**config.mk**
```make
export PLATFORM = sky130hd
export DESIGN_NAME = timer_capture_reload
export DESIGN_NICKNAME = d
export VERILOG_FILES = /design/src/timer_capture_reload_pkg.sv /design/src/timer_event_if.sv /design/src/trigger_edge_prescale.sv /design/src/timer_capture_reload.sv
export VERILOG_INCLUDE_DIRS = /design/src
export SDC_FILE = /design/constraint.sdc
export NUM_CORES = 1
export LEC_CHECK = 0
export ABC_AREA = 1
export ABC_CLOCK_PERIOD_IN_PS = 2000
export BUFFER_PORTS_ARGS = -buffer_cell sky130_fd_sc_hd__buf_2
export CORE_MARGIN = 3
export CORE_UTILIZATION = 59
export DETAILED_ROUTE_END_ITERATION = 7
export PLACE_DENSITY = 0.91
export SKIP_LAST_GASP = 1
export SLEW_MARGIN = 25
export SYNTH_ARGS = -nofsm -noshare
export SYNTH_HDL_FRONTEND = slang
export SYNTH_SLANG_ARGS = --single-unit
```
**constraint.sdc**
```tcl
create_clock -name clk_i -period 2 [get_ports clk_i]
set_input_delay 0.3 -clock clk_i [delete_from_list [all_inputs] [get_ports clk_i]]
set_output_delay 0.3 -clock clk_i [all_outputs]
set_load 0.1 [all_outputs]
```
**src/timer_capture_reload_cfg.svh**
```systemverilog
/*
 * Constants of the 16-bit capture / reload timer: offsets, fields, resets, dividers.
 * Assumes inclusion by bare name from the timer package and modules.
 */
// Function
// - Overflow flag sets on 16-bit overflow, and on count equal to reload when counting down.
// - Hardware sets overflow flag only when both baud selects are zero; software sets or clears.
// - External flag sets on trigger fall or timer wrap per mode bits; software may set.
// - Edge-set external flag stays until software clears; set flags raise enabled interrupt.
// - Receive baud select picks other timer or this overflow; one forces baud mode.
// - Transmit baud select picks other timer or this overflow; one forces baud mode.
// - External enable lets trigger falls capture or reload, except in baud and down-count modes.
// - Run control starts and stops counting; stopped count holds both bytes except when an enabled trigger fall reloads or clears it.
// - Counter select zero counts prescaled ticks, one counts trigger falling edges.
// - Capture/reload select: zero reloads on overflow or trigger fall, one captures on trigger fall.
// - Any baud select ignores capture/reload select and reloads after each overflow.
// - Control register at C8h holds the eight flag and select bits, seven down to zero.
// - Down-count enable in mode register sets direction in 16-bit auto-reload mode.
// - Capture-reset enable clears count after capture registers latch it.
// - Capture bytes latch count in capture mode, supply reload value otherwise.
`ifndef TIMER_CAPTURE_RELOAD_CFG_SVH
`define TIMER_CAPTURE_RELOAD_CFG_SVH

// ----------------------------------------------------------------------------
// Register offsets
// ----------------------------------------------------------------------------
`define T2_ADDR_W 8
`define T2_CTRL_OFS 8'hC8
`define T2_MODE_OFS 8'hCC
`define T2_CAPT_OFS 8'hD0
`define T2_CNT_OFS 8'hD4
`define T2_ISTAT_OFS 8'hD8
`define T2_IMASK_OFS 8'hDC
`define T2_CLKC_OFS 8'hE0

// ----------------------------------------------------------------------------
// Fields
// ----------------------------------------------------------------------------
`define T2_B_OVF 7
`define T2_B_EXT 6
`define T2_B_RXS 5
`define T2_B_TXS 4
`define T2_B_EXEN 3
`define T2_B_RUN 2
`define T2_B_CT 1
`define T2_B_CPRL 0
`define T2_B_CRST 3
`define T2_B_DOWN_COUNT_ENABLE 0
`define T2_B_PRESC 5
`define T2_I_OVF 0
`define T2_I_EXT 1

// ----------------------------------------------------------------------------
// Reset values and limits
// ----------------------------------------------------------------------------
`define T2_BYTE_RST 8'h00
`define T2_WORD_RST 16'h0000
`define T2_IRQ_RST 2'h0
`define T2_CNT_MAX 16'hFFFF
`define T2_CNT_ZERO 16'h0000
`define T2_SMODE_1 2'h1
`define T2_SMODE_3 2'h3
`define T2_DIV_SLOW 12
`define T2_DIV_FAST 4

`endif

```
**src/timer_capture_reload_pkg.sv**
```systemverilog
/*
 * Types of the 16-bit capture / reload timer.
 * Assumes timer_capture_reload_cfg.svh is on the include path.
 */
package timer_capture_reload_pkg;
    `include "timer_capture_reload_cfg.svh"

    typedef enum logic [1:0] {
        MODE_CAPTURE,
        MODE_RELOAD_UP,
        MODE_RELOAD_DOWN,
        MODE_BAUD
    } timer_mode_e;
endpackage : timer_capture_reload_pkg

```
**src/timer_event_if.sv**
```systemverilog
/*
 * Carrier between the trigger/prescale front end and the timer core.
 * Assumes both ends share clk_i.
 */
`timescale 1ns/1ps
interface timer_event_if;
    logic fall_evt;
    logic tick;
    logic prescale_sel;
    modport src (input prescale_sel, output fall_evt, output tick);
    modport dst (output prescale_sel, input fall_evt, input tick);
endinterface : timer_event_if

```
**src/trigger_edge_prescale.sv**
```systemverilog
/*
 * Trigger pin synchroniser with falling-edge pulse, and tick prescaler.
 * Assumes trigger pin is a plain level; one clock domain.
 */
`timescale 1ns/1ps
`include "timer_capture_reload_cfg.svh"
module trigger_edge_prescale
    import timer_capture_reload_pkg::*;
#(
    parameter int DIV_SLOW = `T2_DIV_SLOW,
    parameter int DIV_FAST = `T2_DIV_FAST
) (
    // Clock and reset
    input wire logic clk_i,
    input wire logic arst_n_i,
    // Trigger pin
    input wire logic trigger_pin_i,
    // To timer core
    timer_event_if.src evt
);
    if (DIV_SLOW < 1 || DIV_FAST < 1 || DIV_SLOW > 255 || DIV_FAST > 255) begin : g_div_check
        $error("divider out of range");
    end

    logic sync1_q, sync2_q, prev_q, fall_q, tick_q;
    logic [7:0] div_q;
    logic [7:0] div_end;

    assign div_end = evt.prescale_sel ? 8'(DIV_FAST - 1) : 8'(DIV_SLOW - 1);

    // ------------------------------------------------------------------------
    // Trigger edge
    // ------------------------------------------------------------------------
    always_ff @(posedge clk_i or negedge arst_n_i) begin
        if (!arst_n_i) begin
            sync1_q <= 1'b1;
            sync2_q <= 1'b1;
            prev_q <= 1'b1;
            fall_q <= 1'b0;
        end else begin
            sync1_q <= trigger_pin_i;
            sync2_q <= sync1_q;
            prev_q <= sync2_q;
            fall_q <= prev_q & ~sync2_q;
        end
    end

    // ------------------------------------------------------------------------
    // Prescaler
    // ------------------------------------------------------------------------
    always_ff @(posedge clk_i or negedge arst_n_i) begin
        if (!arst_n_i) begin
            div_q <= 8'h00;
            tick_q <= 1'b0;
        end else if (div_q >= div_end) begin
            div_q <= 8'h00;
            tick_q <= 1'b1;
        end else begin
            div_q <= div_q + 8'h01;
            tick_q <= 1'b0;
        end
    end

    assign evt.fall_evt = fall_q;
    assign evt.tick = tick_q;

    a_fall_single: assert property (@(posedge clk_i) disable iff (!arst_n_i)
        fall_q |=> !fall_q) else $error("trigger event longer than one cycle");
endmodule : trigger_edge_prescale

```
**src/timer_capture_reload.sv**
```systemverilog
/*
 * 16-bit capture / reload / baud timer with APB register access and interrupt.
 * Assumes a synchronous trigger pin, serial mode from the serial port, APB master.
 */
`timescale 1ns/1ps
`include "timer_capture_reload_cfg.svh"
module timer_capture_reload
    import timer_capture_reload_pkg::*;
#(
    parameter int DIV_SLOW = `T2_DIV_SLOW,
    parameter int DIV_FAST = `T2_DIV_FAST
) (
    // Clock and reset
    input wire logic clk_i,
    input wire logic arst_n_i,
    // APB slave
    input wire logic psel_i,
    input wire logic penable_i,
    input wire logic pwrite_i,
    input wire logic [`T2_ADDR_W-1:0] paddr_i,
    input wire logic [31:0] pwdata_i,
    output logic [31:0] prdata_o,
    output logic pready_o,
    output logic pslverr_o,
    // Trigger pin and serial port
    input wire logic trigger_pin_i,
    input wire logic [1:0] serial_mode_i,
    input wire logic timer1_ovf_i,
    output logic rx_baud_tick_o,
    output logic tx_baud_tick_o,
    // Interrupt
    output logic irq_o
);
    if (`T2_ADDR_W < 8) begin : g_addr_check
        $error("address width too small");
    end

    function automatic logic hit(input logic [`T2_ADDR_W-1:0] a, input logic [7:0] ofs);
        hit = (a[7:0] == ofs) && (a[`T2_ADDR_W-1:2] == ofs[7:2]);
    endfunction : hit

    // ------------------------------------------------------------------------
    // Front end
    // ------------------------------------------------------------------------
    timer_event_if evt ();

    trigger_edge_prescale #(
        .DIV_SLOW(DIV_SLOW),
        .DIV_FAST(DIV_FAST)
    ) u_front (
        .clk_i(clk_i),
        .arst_n_i(arst_n_i),
        .trigger_pin_i(trigger_pin_i),
        .evt(evt)
    );

    // ------------------------------------------------------------------------
    // State
    // ------------------------------------------------------------------------
    logic ovf_q, ext_q, rxs_q, txs_q, exen_q, run_q, ct_q, cprl_q;
    logic crst_q, down_count_enable_q, presc_q;
    logic [15:0] cnt_q, cnt_d, rld_q, rld_d;
    logic [1:0] ist_q, imask_q;
    logic pready_q, pslverr_q, irq_q, rx_tick_q, tx_tick_q;
    logic [31:0] prdata_q;
    logic ovf_d, ext_d;
    logic hw_ovf, hw_ext, t2_wrap;

    logic wr_acc, wr_ctrl, wr_mode, wr_capt, wr_cnt, wr_ist, wr_imask, wr_clkc, wr_any;
    logic mapped, baud, exen_eff, fall, cnt_en, mode13;
    timer_mode_e mode;

    assign evt.prescale_sel = presc_q;
    assign fall = evt.fall_evt;

    assign wr_acc = psel_i & penable_i & pwrite_i & pready_q;
    assign wr_ctrl = wr_acc & hit(paddr_i, `T2_CTRL_OFS);
    assign wr_mode = wr_acc & hit(paddr_i, `T2_MODE_OFS);
    assign wr_capt = wr_acc & hit(paddr_i, `T2_CAPT_OFS);
    assign wr_cnt = wr_acc & hit(paddr_i, `T2_CNT_OFS);
    assign wr_ist = wr_acc & hit(paddr_i, `T2_ISTAT_OFS);
    assign wr_imask = wr_acc & hit(paddr_i, `T2_IMASK_OFS);
    assign wr_clkc = wr_acc & hit(paddr_i, `T2_CLKC_OFS);
    assign wr_any = wr_ctrl | wr_mode | wr_capt | wr_cnt | wr_clkc;
    assign mapped = hit(paddr_i, `T2_CTRL_OFS) | hit(paddr_i, `T2_MODE_OFS)
        | hit(paddr_i, `T2_CAPT_OFS) | hit(paddr_i, `T2_CNT_OFS)
        | hit(paddr_i, `T2_ISTAT_OFS) | hit(paddr_i, `T2_IMASK_OFS)
        | hit(paddr_i, `T2_CLKC_OFS);

    // ------------------------------------------------------------------------
    // Mode selection
    // ------------------------------------------------------------------------
    assign baud = rxs_q | txs_q;
    assign exen_eff = exen_q & ~baud;
    assign cnt_en = run_q & (ct_q ? fall : evt.tick);
    assign mode13 = (serial_mode_i == `T2_SMODE_1) || (serial_mode_i == `T2_SMODE_3);

    always_comb begin
        if (baud) begin
            mode = MODE_BAUD;
        end else if (cprl_q) begin
            mode = MODE_CAPTURE;
        end else if (down_count_enable_q) begin
            mode = MODE_RELOAD_DOWN;
        end else begin
            mode = MODE_RELOAD_UP;
        end
    end

    // ------------------------------------------------------------------------
    // Counter datapath
    // ------------------------------------------------------------------------
    always_comb begin
        cnt_d = cnt_q;
        rld_d = rld_q;
        hw_ovf = 1'b0;
        hw_ext = 1'b0;
        t2_wrap = 1'b0;
        unique case (mode)
            MODE_CAPTURE: begin
                if (cnt_en) begin
                    cnt_d = cnt_q + 16'h0001;
                    hw_ovf = (cnt_q == `T2_CNT_MAX);
                end
                if (fall && exen_eff) begin
                    rld_d = cnt_q;
                    hw_ext = 1'b1;
                    if (crst_q) begin
                        cnt_d = `T2_CNT_ZERO;
                    end
                end
            end
            MODE_RELOAD_UP: begin
                if (cnt_en) begin
                    if (cnt_q == `T2_CNT_MAX) begin
                        cnt_d = rld_q;
                        hw_ovf = 1'b1;
                    end else begin
                        cnt_d = cnt_q + 16'h0001;
                    end
                end
                if (fall && exen_eff) begin
                    cnt_d = rld_q;
                    hw_ext = 1'b1;
                end
            end
            MODE_RELOAD_DOWN: begin
                if (cnt_en) begin
                    if (cnt_q == rld_q) begin
                        cnt_d = `T2_CNT_MAX;
                        hw_ovf = 1'b1;
                        hw_ext = 1'b1;
                    end else begin
                        cnt_d = cnt_q - 16'h0001;
                    end
                end
            end
            MODE_BAUD: begin
                if (cnt_en) begin
                    if (cnt_q == `T2_CNT_MAX) begin
                        cnt_d = rld_q;
                        t2_wrap = 1'b1;
                    end else begin
                        cnt_d = cnt_q + 16'h0001;
                    end
                end
            end
        endcase
        if (wr_cnt) begin
            cnt_d = pwdata_i[15:0];
        end
        if (wr_capt) begin
            rld_d = pwdata_i[15:0];
        end
    end

    always_ff @(posedge clk_i or negedge arst_n_i) begin
        if (!arst_n_i) begin
            cnt_q <= `T2_WORD_RST;
            rld_q <= `T2_WORD_RST;
        end else begin
            cnt_q <= cnt_d;
            rld_q <= rld_d;
        end
    end

    // ------------------------------------------------------------------------
    // Control register and flags
    // ------------------------------------------------------------------------
    always_comb begin
        ovf_d = wr_ctrl ? pwdata_i[`T2_B_OVF] : ovf_q;
        ext_d = wr_ctrl ? pwdata_i[`T2_B_EXT] : ext_q;
        if (hw_ovf && !baud) begin
            ovf_d = 1'b1;
        end
        if (hw_ext) begin
            ext_d = 1'b1;
        end
    end

    always_ff @(posedge clk_i or negedge arst_n_i) begin
        if (!arst_n_i) begin
            ovf_q <= 1'b0;
            ext_q <= 1'b0;
        end else begin
            ovf_q <= ovf_d;
            ext_q <= ext_d;
        end
    end

    always_ff @(posedge clk_i or negedge arst_n_i) begin
        if (!arst_n_i) begin
            rxs_q <= 1'b0;
            txs_q <= 1'b0;
            exen_q <= 1'b0;
            run_q <= 1'b0;
            ct_q <= 1'b0;
            cprl_q <= 1'b0;
        end else if (wr_ctrl) begin
            rxs_q <= pwdata_i[`T2_B_RXS];
            txs_q <= pwdata_i[`T2_B_TXS];
            exen_q <= pwdata_i[`T2_B_EXEN];
            run_q <= pwdata_i[`T2_B_RUN];
            ct_q <= pwdata_i[`T2_B_CT];
            cprl_q <= pwdata_i[`T2_B_CPRL];
        end
    end

    always_ff @(posedge clk_i or negedge arst_n_i) begin
        if (!arst_n_i) begin
            crst_q <= 1'b0;
            down_count_enable_q <= 1'b0;
            presc_q <= 1'b0;
        end else begin
            if (wr_mode) begin
                crst_q <= pwdata_i[`T2_B_CRST];
                down_count_enable_q <= pwdata_i[`T2_B_DOWN_COUNT_ENABLE];
            end
            if (wr_clkc) begin
                presc_q <= pwdata_i[`T2_B_PRESC];
            end
        end
    end

    // ------------------------------------------------------------------------
    // Interrupt
    // ------------------------------------------------------------------------
    always_ff @(posedge clk_i or negedge arst_n_i) begin
        if (!arst_n_i) begin
            ist_q <= `T2_IRQ_RST;
            imask_q <= `T2_IRQ_RST;
            irq_q <= 1'b0;
        end else begin
            ist_q[`T2_I_OVF] <= (ist_q[`T2_I_OVF] & ~(wr_ist & pwdata_i[`T2_I_OVF]))
                | (ovf_d & ~ovf_q);
            ist_q[`T2_I_EXT] <= (ist_q[`T2_I_EXT] & ~(wr_ist & pwdata_i[`T2_I_EXT]))
                | (ext_d & ~ext_q);
            if (wr_imask) begin
                imask_q <= pwdata_i[1:0];
            end
            irq_q <= |(ist_q & imask_q);
        end
    end

    // ------------------------------------------------------------------------
    // Baud ticks
    // ------------------------------------------------------------------------
    always_ff @(posedge clk_i or negedge arst_n_i) begin
        if (!arst_n_i) begin
            rx_tick_q <= 1'b0;
            tx_tick_q <= 1'b0;
        end else begin
            rx_tick_q <= mode13 & (rxs_q ? t2_wrap : timer1_ovf_i);
            tx_tick_q <= mode13 & (txs_q ? t2_wrap : timer1_ovf_i);
        end
    end

    // ------------------------------------------------------------------------
    // APB answer
    // ------------------------------------------------------------------------
    always_ff @(posedge clk_i or negedge arst_n_i) begin
        if (!arst_n_i) begin
            pready_q <= 1'b0;
            pslverr_q <= 1'b0;
            prdata_q <= 32'h0000_0000;
        end else begin
            pready_q <= psel_i & ~penable_i;
            if (psel_i && !penable_i) begin
                pslverr_q <= ~mapped;
                prdata_q <= 32'h0000_0000;
                if (!pwrite_i) begin
                    if (hit(paddr_i, `T2_CTRL_OFS)) begin
                        prdata_q[7:0] <= {ovf_q, ext_q, rxs_q, txs_q,
                            exen_q, run_q, ct_q, cprl_q};
                    end
                    if (hit(paddr_i, `T2_MODE_OFS)) begin
                        prdata_q[`T2_B_CRST] <= crst_q;
                        prdata_q[`T2_B_DOWN_COUNT_ENABLE] <= down_count_enable_q;
                    end
                    if (hit(paddr_i, `T2_CAPT_OFS)) begin
                        prdata_q[15:0] <= rld_q;
                    end
                    if (hit(paddr_i, `T2_CNT_OFS)) begin
                        prdata_q[15:0] <= cnt_q;
                    end
                    if (hit(paddr_i, `T2_ISTAT_OFS)) begin
                        prdata_q[1:0] <= ist_q;
                    end
                    if (hit(paddr_i, `T2_IMASK_OFS)) begin
                        prdata_q[1:0] <= imask_q;
                    end
                    if (hit(paddr_i, `T2_CLKC_OFS)) begin
                        prdata_q[`T2_B_PRESC] <= presc_q;
                    end
                end
            end
        end
    end

    assign prdata_o = prdata_q;
    assign pready_o = pready_q;
    assign pslverr_o = pslverr_q;
    assign irq_o = irq_q;
    assign rx_baud_tick_o = rx_tick_q;
    assign tx_baud_tick_o = tx_tick_q;

    // ------------------------------------------------------------------------
    // Checks
    // ------------------------------------------------------------------------
    a_ovf_baud_gate: assert property (@(posedge clk_i) disable iff (!arst_n_i)
        (baud && !wr_ctrl) |=> !$rose(ovf_q)) else $error("overflow flag set in baud mode");
    a_up_wrap: assert property (@(posedge clk_i) disable iff (!arst_n_i)
        (mode == MODE_RELOAD_UP && cnt_en && cnt_q == `T2_CNT_MAX && !wr_any && !fall)
        |=> ovf_q && cnt_q == $past(rld_q)) else $error("up wrap missed");
    a_down_match: assert property (@(posedge clk_i) disable iff (!arst_n_i)
        (mode == MODE_RELOAD_DOWN && cnt_en && cnt_q == rld_q && !wr_any)
        |=> ovf_q && ext_q && cnt_q == `T2_CNT_MAX) else $error("down match missed");
    a_ext_sticky: assert property (@(posedge clk_i) disable iff (!arst_n_i)
        (ext_q && !wr_ctrl) |=> ext_q) else $error("external flag dropped");
    a_trig_ignored: assert property (@(posedge clk_i) disable iff (!arst_n_i)
        (mode == MODE_CAPTURE && fall && !exen_q && !wr_any) |=> $stable(rld_q))
        else $error("capture without enable");
    a_hold_stopped: assert property (@(posedge clk_i) disable iff (!arst_n_i)
        (!run_q && !wr_any && !(fall && exen_eff)) |=> $stable(cnt_q))
        else $error("count moved while stopped");
    a_capture_latch: assert property (@(posedge clk_i) disable iff (!arst_n_i)
        (mode == MODE_CAPTURE && fall && exen_q && !wr_any)
        |=> rld_q == $past(cnt_q) && ext_q) else $error("capture lost");
    a_capture_clear: assert property (@(posedge clk_i) disable iff (!arst_n_i)
        (mode == MODE_CAPTURE && fall && exen_q && crst_q && !wr_any)
        |=> cnt_q == `T2_CNT_ZERO) else $error("capture reset missed");
    a_baud_reload: assert property (@(posedge clk_i) disable iff (!arst_n_i)
        (mode == MODE_BAUD && cnt_en && cnt_q == `T2_CNT_MAX && !wr_any && rxs_q && mode13)
        |=> cnt_q == $past(rld_q) && rx_tick_q) else $error("baud reload missed");
endmodule : timer_capture_reload

```
==> out/results.txt <==
Status - complete, but fails checks
Failing checks - DRC, setup timing
Synthesized flop and latch total - 81
Maximum operating frequency - 489 MHz
Most frequently used flop master after synthesis - sky130_fd_sc_hd__dfrtp_1
Count of endpoints failing hold in the final timing report - 0
Power density cells - 968 nW/um2
Clock latency at the later pin of the worst-skew pair - 380 ps
Routability congestion estimate - 1.01
Count leader, synth - sky130_fd_sc_hd__nand2_1
Number of antenna diodes - 0
Area growth from synthesis to final layout - 18.2%
Cell Area, Placed - 6900 um2
Worst clock skew on the final layout - 23.0 ps
Number of iterations in the first detailed-routing pass - 8
Synthesized area per cell - 6.78 um2
Synth top cells by count - sky130_fd_sc_hd__nand2_1 (274), sky130_fd_sc_hd__inv_1 (99), sky130_fd_sc_hd__nand3_1 (83)
Mean number of vias per cell - 6.20
Utilization after layout - 0.737
Clk root buf - sky130_fd_sc_hd__clkbuf_8
Leftover overflow at the end of global routing - 0
Leak Pwr - 3.64 nW
Clock sinks - 81
Actual slew at the worst max-slew pin - 517 ps
Post-synthesis sequential area ratio - 0.324
Gr usage total - 0.339
Max-slew violation count - 0
Worst endpoint data arrival time - 2300 ps
Hold Worst Slack - 19.6 ps
Startpoint-to-endpoint class of the critical path - reg2reg
Worst-path cell with the longest stage delay - sky130_fd_sc_hd__dfrtp_1
Layout cells sized above 1 - 0.232
Area enclosed by the die boundary - 11900 um2
DRT antenna net count - 0
Port Buffer Count - 52
Routed WL per cell - 18.3 um
Clock tree buffer depth - 2
Post-layout min period - 2050 ps
Total via count in the routed design - 7208
Number of CTS-inserted buffers - 9
Top cells by area in the synthesized netlist - sky130_fd_sc_hd__dfrtp_1 (31%), sky130_fd_sc_hd__nand2_1 (16%), sky130_fd_sc_hd__nand3_1 (6.6%), sky130_fd_sc_hd__inv_1 (5.9%), sky130_fd_sc_hd__o21ai_0 (3.7%)
Post-route setup slack - -45.9 ps
Delay of the slowest cell on the worst path - 390 ps
Final Routed Wirelength - 21.3 mm
DRT iter0 DRCs - 1395
DP HPWL - 14.2 mm
Register clock-pin slew on the reported worst setup and hold paths - 90 ps
Worst Hold Class - in2reg
Final setup fails - 2
Fill cells - 675
Cell breakdown of the critical path - buf_4 -> inv_2 -> ha_1 -> nand3_2 -> nor2_2 -> nand3_1 -> xor2_1 -> a21oi_1 -> nand3_1 -> nand2_1 -> nand2_1
TritonCTS clock tree - done
Endpoint class of the critical path - flop
Horizontal die dimension - 109 um
Rel. slew slack - 0.654
Pin count of the biggest net entering global routing - 36
Unique masters post-synth - 45
Post-Syn Area - 6270 um2
Share of async-settable or async-resettable flops after synthesis - 1.00
Non-Filler Cell Area, Final - 7410 um2
Boundary Pins - 86
Core Box Area - 10000 um2
Number of antenna violations at the first check in global routing - 0
H-tree level count - 3
Final instance count without filler cells - 1162
Number of cells in the design after placement - 1127
Setup Slack @ Placement - -7.11 ps
Required time at the worst-slack endpoint - 2250 ps
Sum of negative setup slack - -73.4 ps
Critical Path Fanout Max - 10
Detailed-route DRC error count - 7
Final critical-path share of the clock period - 1.02
Mapped Cells - 925
Number of enable flip-flop cells after synthesis - 0
# nets final - 1077
Max-cap viol count - 0
Initial Util - 0.624
Total of warnings raised by yosys - 0
Via count of the first global-routing pass - 6519
Yosys top cell by area - sky130_fd_sc_hd__dfrtp_1
Peak VDD IR - 0.494 mV
Setup repair after global routing missed its margin - true
Y dimension of the die - 109 um
Area fraction of the dominant cell type after synthesis - 0.311
Number of rows created at floorplan - 36
Global-route wire length before repair - 31.2 mm
Total power of the final layout - 7.17 mW
Critical path startpoint category - flop
report_power, final:
part	total, mW	switching, mW	internal, mW
combinational	3.70	2.30	1.40
sequential	2.14	0.312	1.82
clock	1.33	0.699	0.630
kinds of logic (layout without fill, tap and decap cells):
kind of cell             count (synthesis)  in the layout  share of synthesized area
AND/OR/NAND/NOR                        475            475                      0.337
buffers and inverters                  180            266                      0.132
AO/OA/AOI/OAI                          149            149                      0.150
flip-flops                              81             81                      0.324
XOR/XNOR                                35             35                     0.0489
adder cells (fa/ha/maj)                  4              4                    0.00799
other                                    1             19                   0.000598
area by class of cell:
class	count	area, um2	area share
sequential	81	2040	0.275
timing repair buffer	131	938	0.127
tap	133	166	0.0225
inverter	119	450	0.0608
clock buffer	10	138	0.0186
multi-input combinational	682	3600	0.486
clock inverter	6	72.6	0.00980
state kept, by name, indices dropped and copies added (netlist names), 2 cells and up:
name	count
ist_q	2
imask_q	2
rld_q	16
u_front.div_q	8
prdata_o	16
cnt_q	16
layout by cell type (no fill, tap or decap), types with 3 or more instances in the layout:
cell and instances:
sky130_fd_sc_hd__nand4_1 23, sky130_fd_sc_hd__nor2_2 8, sky130_fd_sc_hd__buf_12 6, sky130_fd_sc_hd__a31oi_1 8
sky130_fd_sc_hd__nand2_2 7, sky130_fd_sc_hd__o21ai_1 10, sky130_fd_sc_hd__dfrtp_2 6, sky130_fd_sc_hd__buf_4 70
sky130_fd_sc_hd__xor2_1 19, sky130_fd_sc_hd__a21oi_1 34, sky130_fd_sc_hd__nand3_1 77, sky130_fd_sc_hd__a32o_1 3
sky130_fd_sc_hd__nor3_4 3, sky130_fd_sc_hd__xnor2_1 16, sky130_fd_sc_hd__nand2_1 270, sky130_fd_sc_hd__nor2_4 12
sky130_fd_sc_hd__inv_2 21, sky130_fd_sc_hd__o221ai_1 10, sky130_fd_sc_hd__nor2_1 55, sky130_fd_sc_hd__dfrtp_1 72
sky130_fd_sc_hd__o21ai_2 14, sky130_fd_sc_hd__conb_1 19, sky130_fd_sc_hd__ha_1 3, sky130_fd_sc_hd__nand3_2 7
sky130_fd_sc_hd__nor3_1 6, sky130_fd_sc_hd__dfstp_2 3, sky130_fd_sc_hd__o211ai_1 14, sky130_fd_sc_hd__inv_1 97
sky130_fd_sc_hd__buf_2 52, sky130_fd_sc_hd__clkbuf_8 10, sky130_fd_sc_hd__o21ai_0 44, sky130_fd_sc_hd__nand2_4 3
layer usage:
layer,global-route usage,wire length [um],share of wire
met5,0,0,0
met4,0.180,1320,0.062
met3,0.0953,3150,0.15
met2,0.526,9160,0.43
met1,0.429,7670,0.36
worst max-delay path: cells and delay by family, from the launching register on:
family | cells | cell delay [ps]
buf+inv | 2 | 280
xor+xnor | 1 | 160
flops | 1 | 390
simple gates | 6 | 670
compound gates | 1 | 190
fa+ha+maj | 1 | 230
final timing paths:
check	start	to	slack, ps	cells past startpoint
min reg2reg	u_front.sync1_q$_DFF_PN1_	u_front.sync2_q$_DFF_PN1_	360	0
min in group asynchronous	arst_n_i	cnt_q[4]$_DFFE_PN0P_	380	2
max reg2reg	cnt_q[0]$_DFFE_PN0P_	cnt_q[12]$_DFFE_PN0P_	-50	11
min	trigger_pin_i	u_front.sync1_q$_DFF_PN1_	20	1
max in group asynchronous	arst_n_i	cnt_q[5]$_DFFE_PN0P_	960	3
max	cnt_q[0]$_DFFE_PN0P_	cnt_q[12]$_DFFE_PN0P_	-50	11
timing repair:
| item | 4_1_cts | 5_1_grt |
|---|---|---|
| pin swaps | 0 | 8 |
| setup endpoints to repair | 1 | 23 |
| resized for setup | 1 | 40 |
| hold endpoints to repair | 21 | 0 |
| hold buffers | 1 | 0 |
| setup buffers | 0 | 18 |
Power figures use the tool's default switching activity.
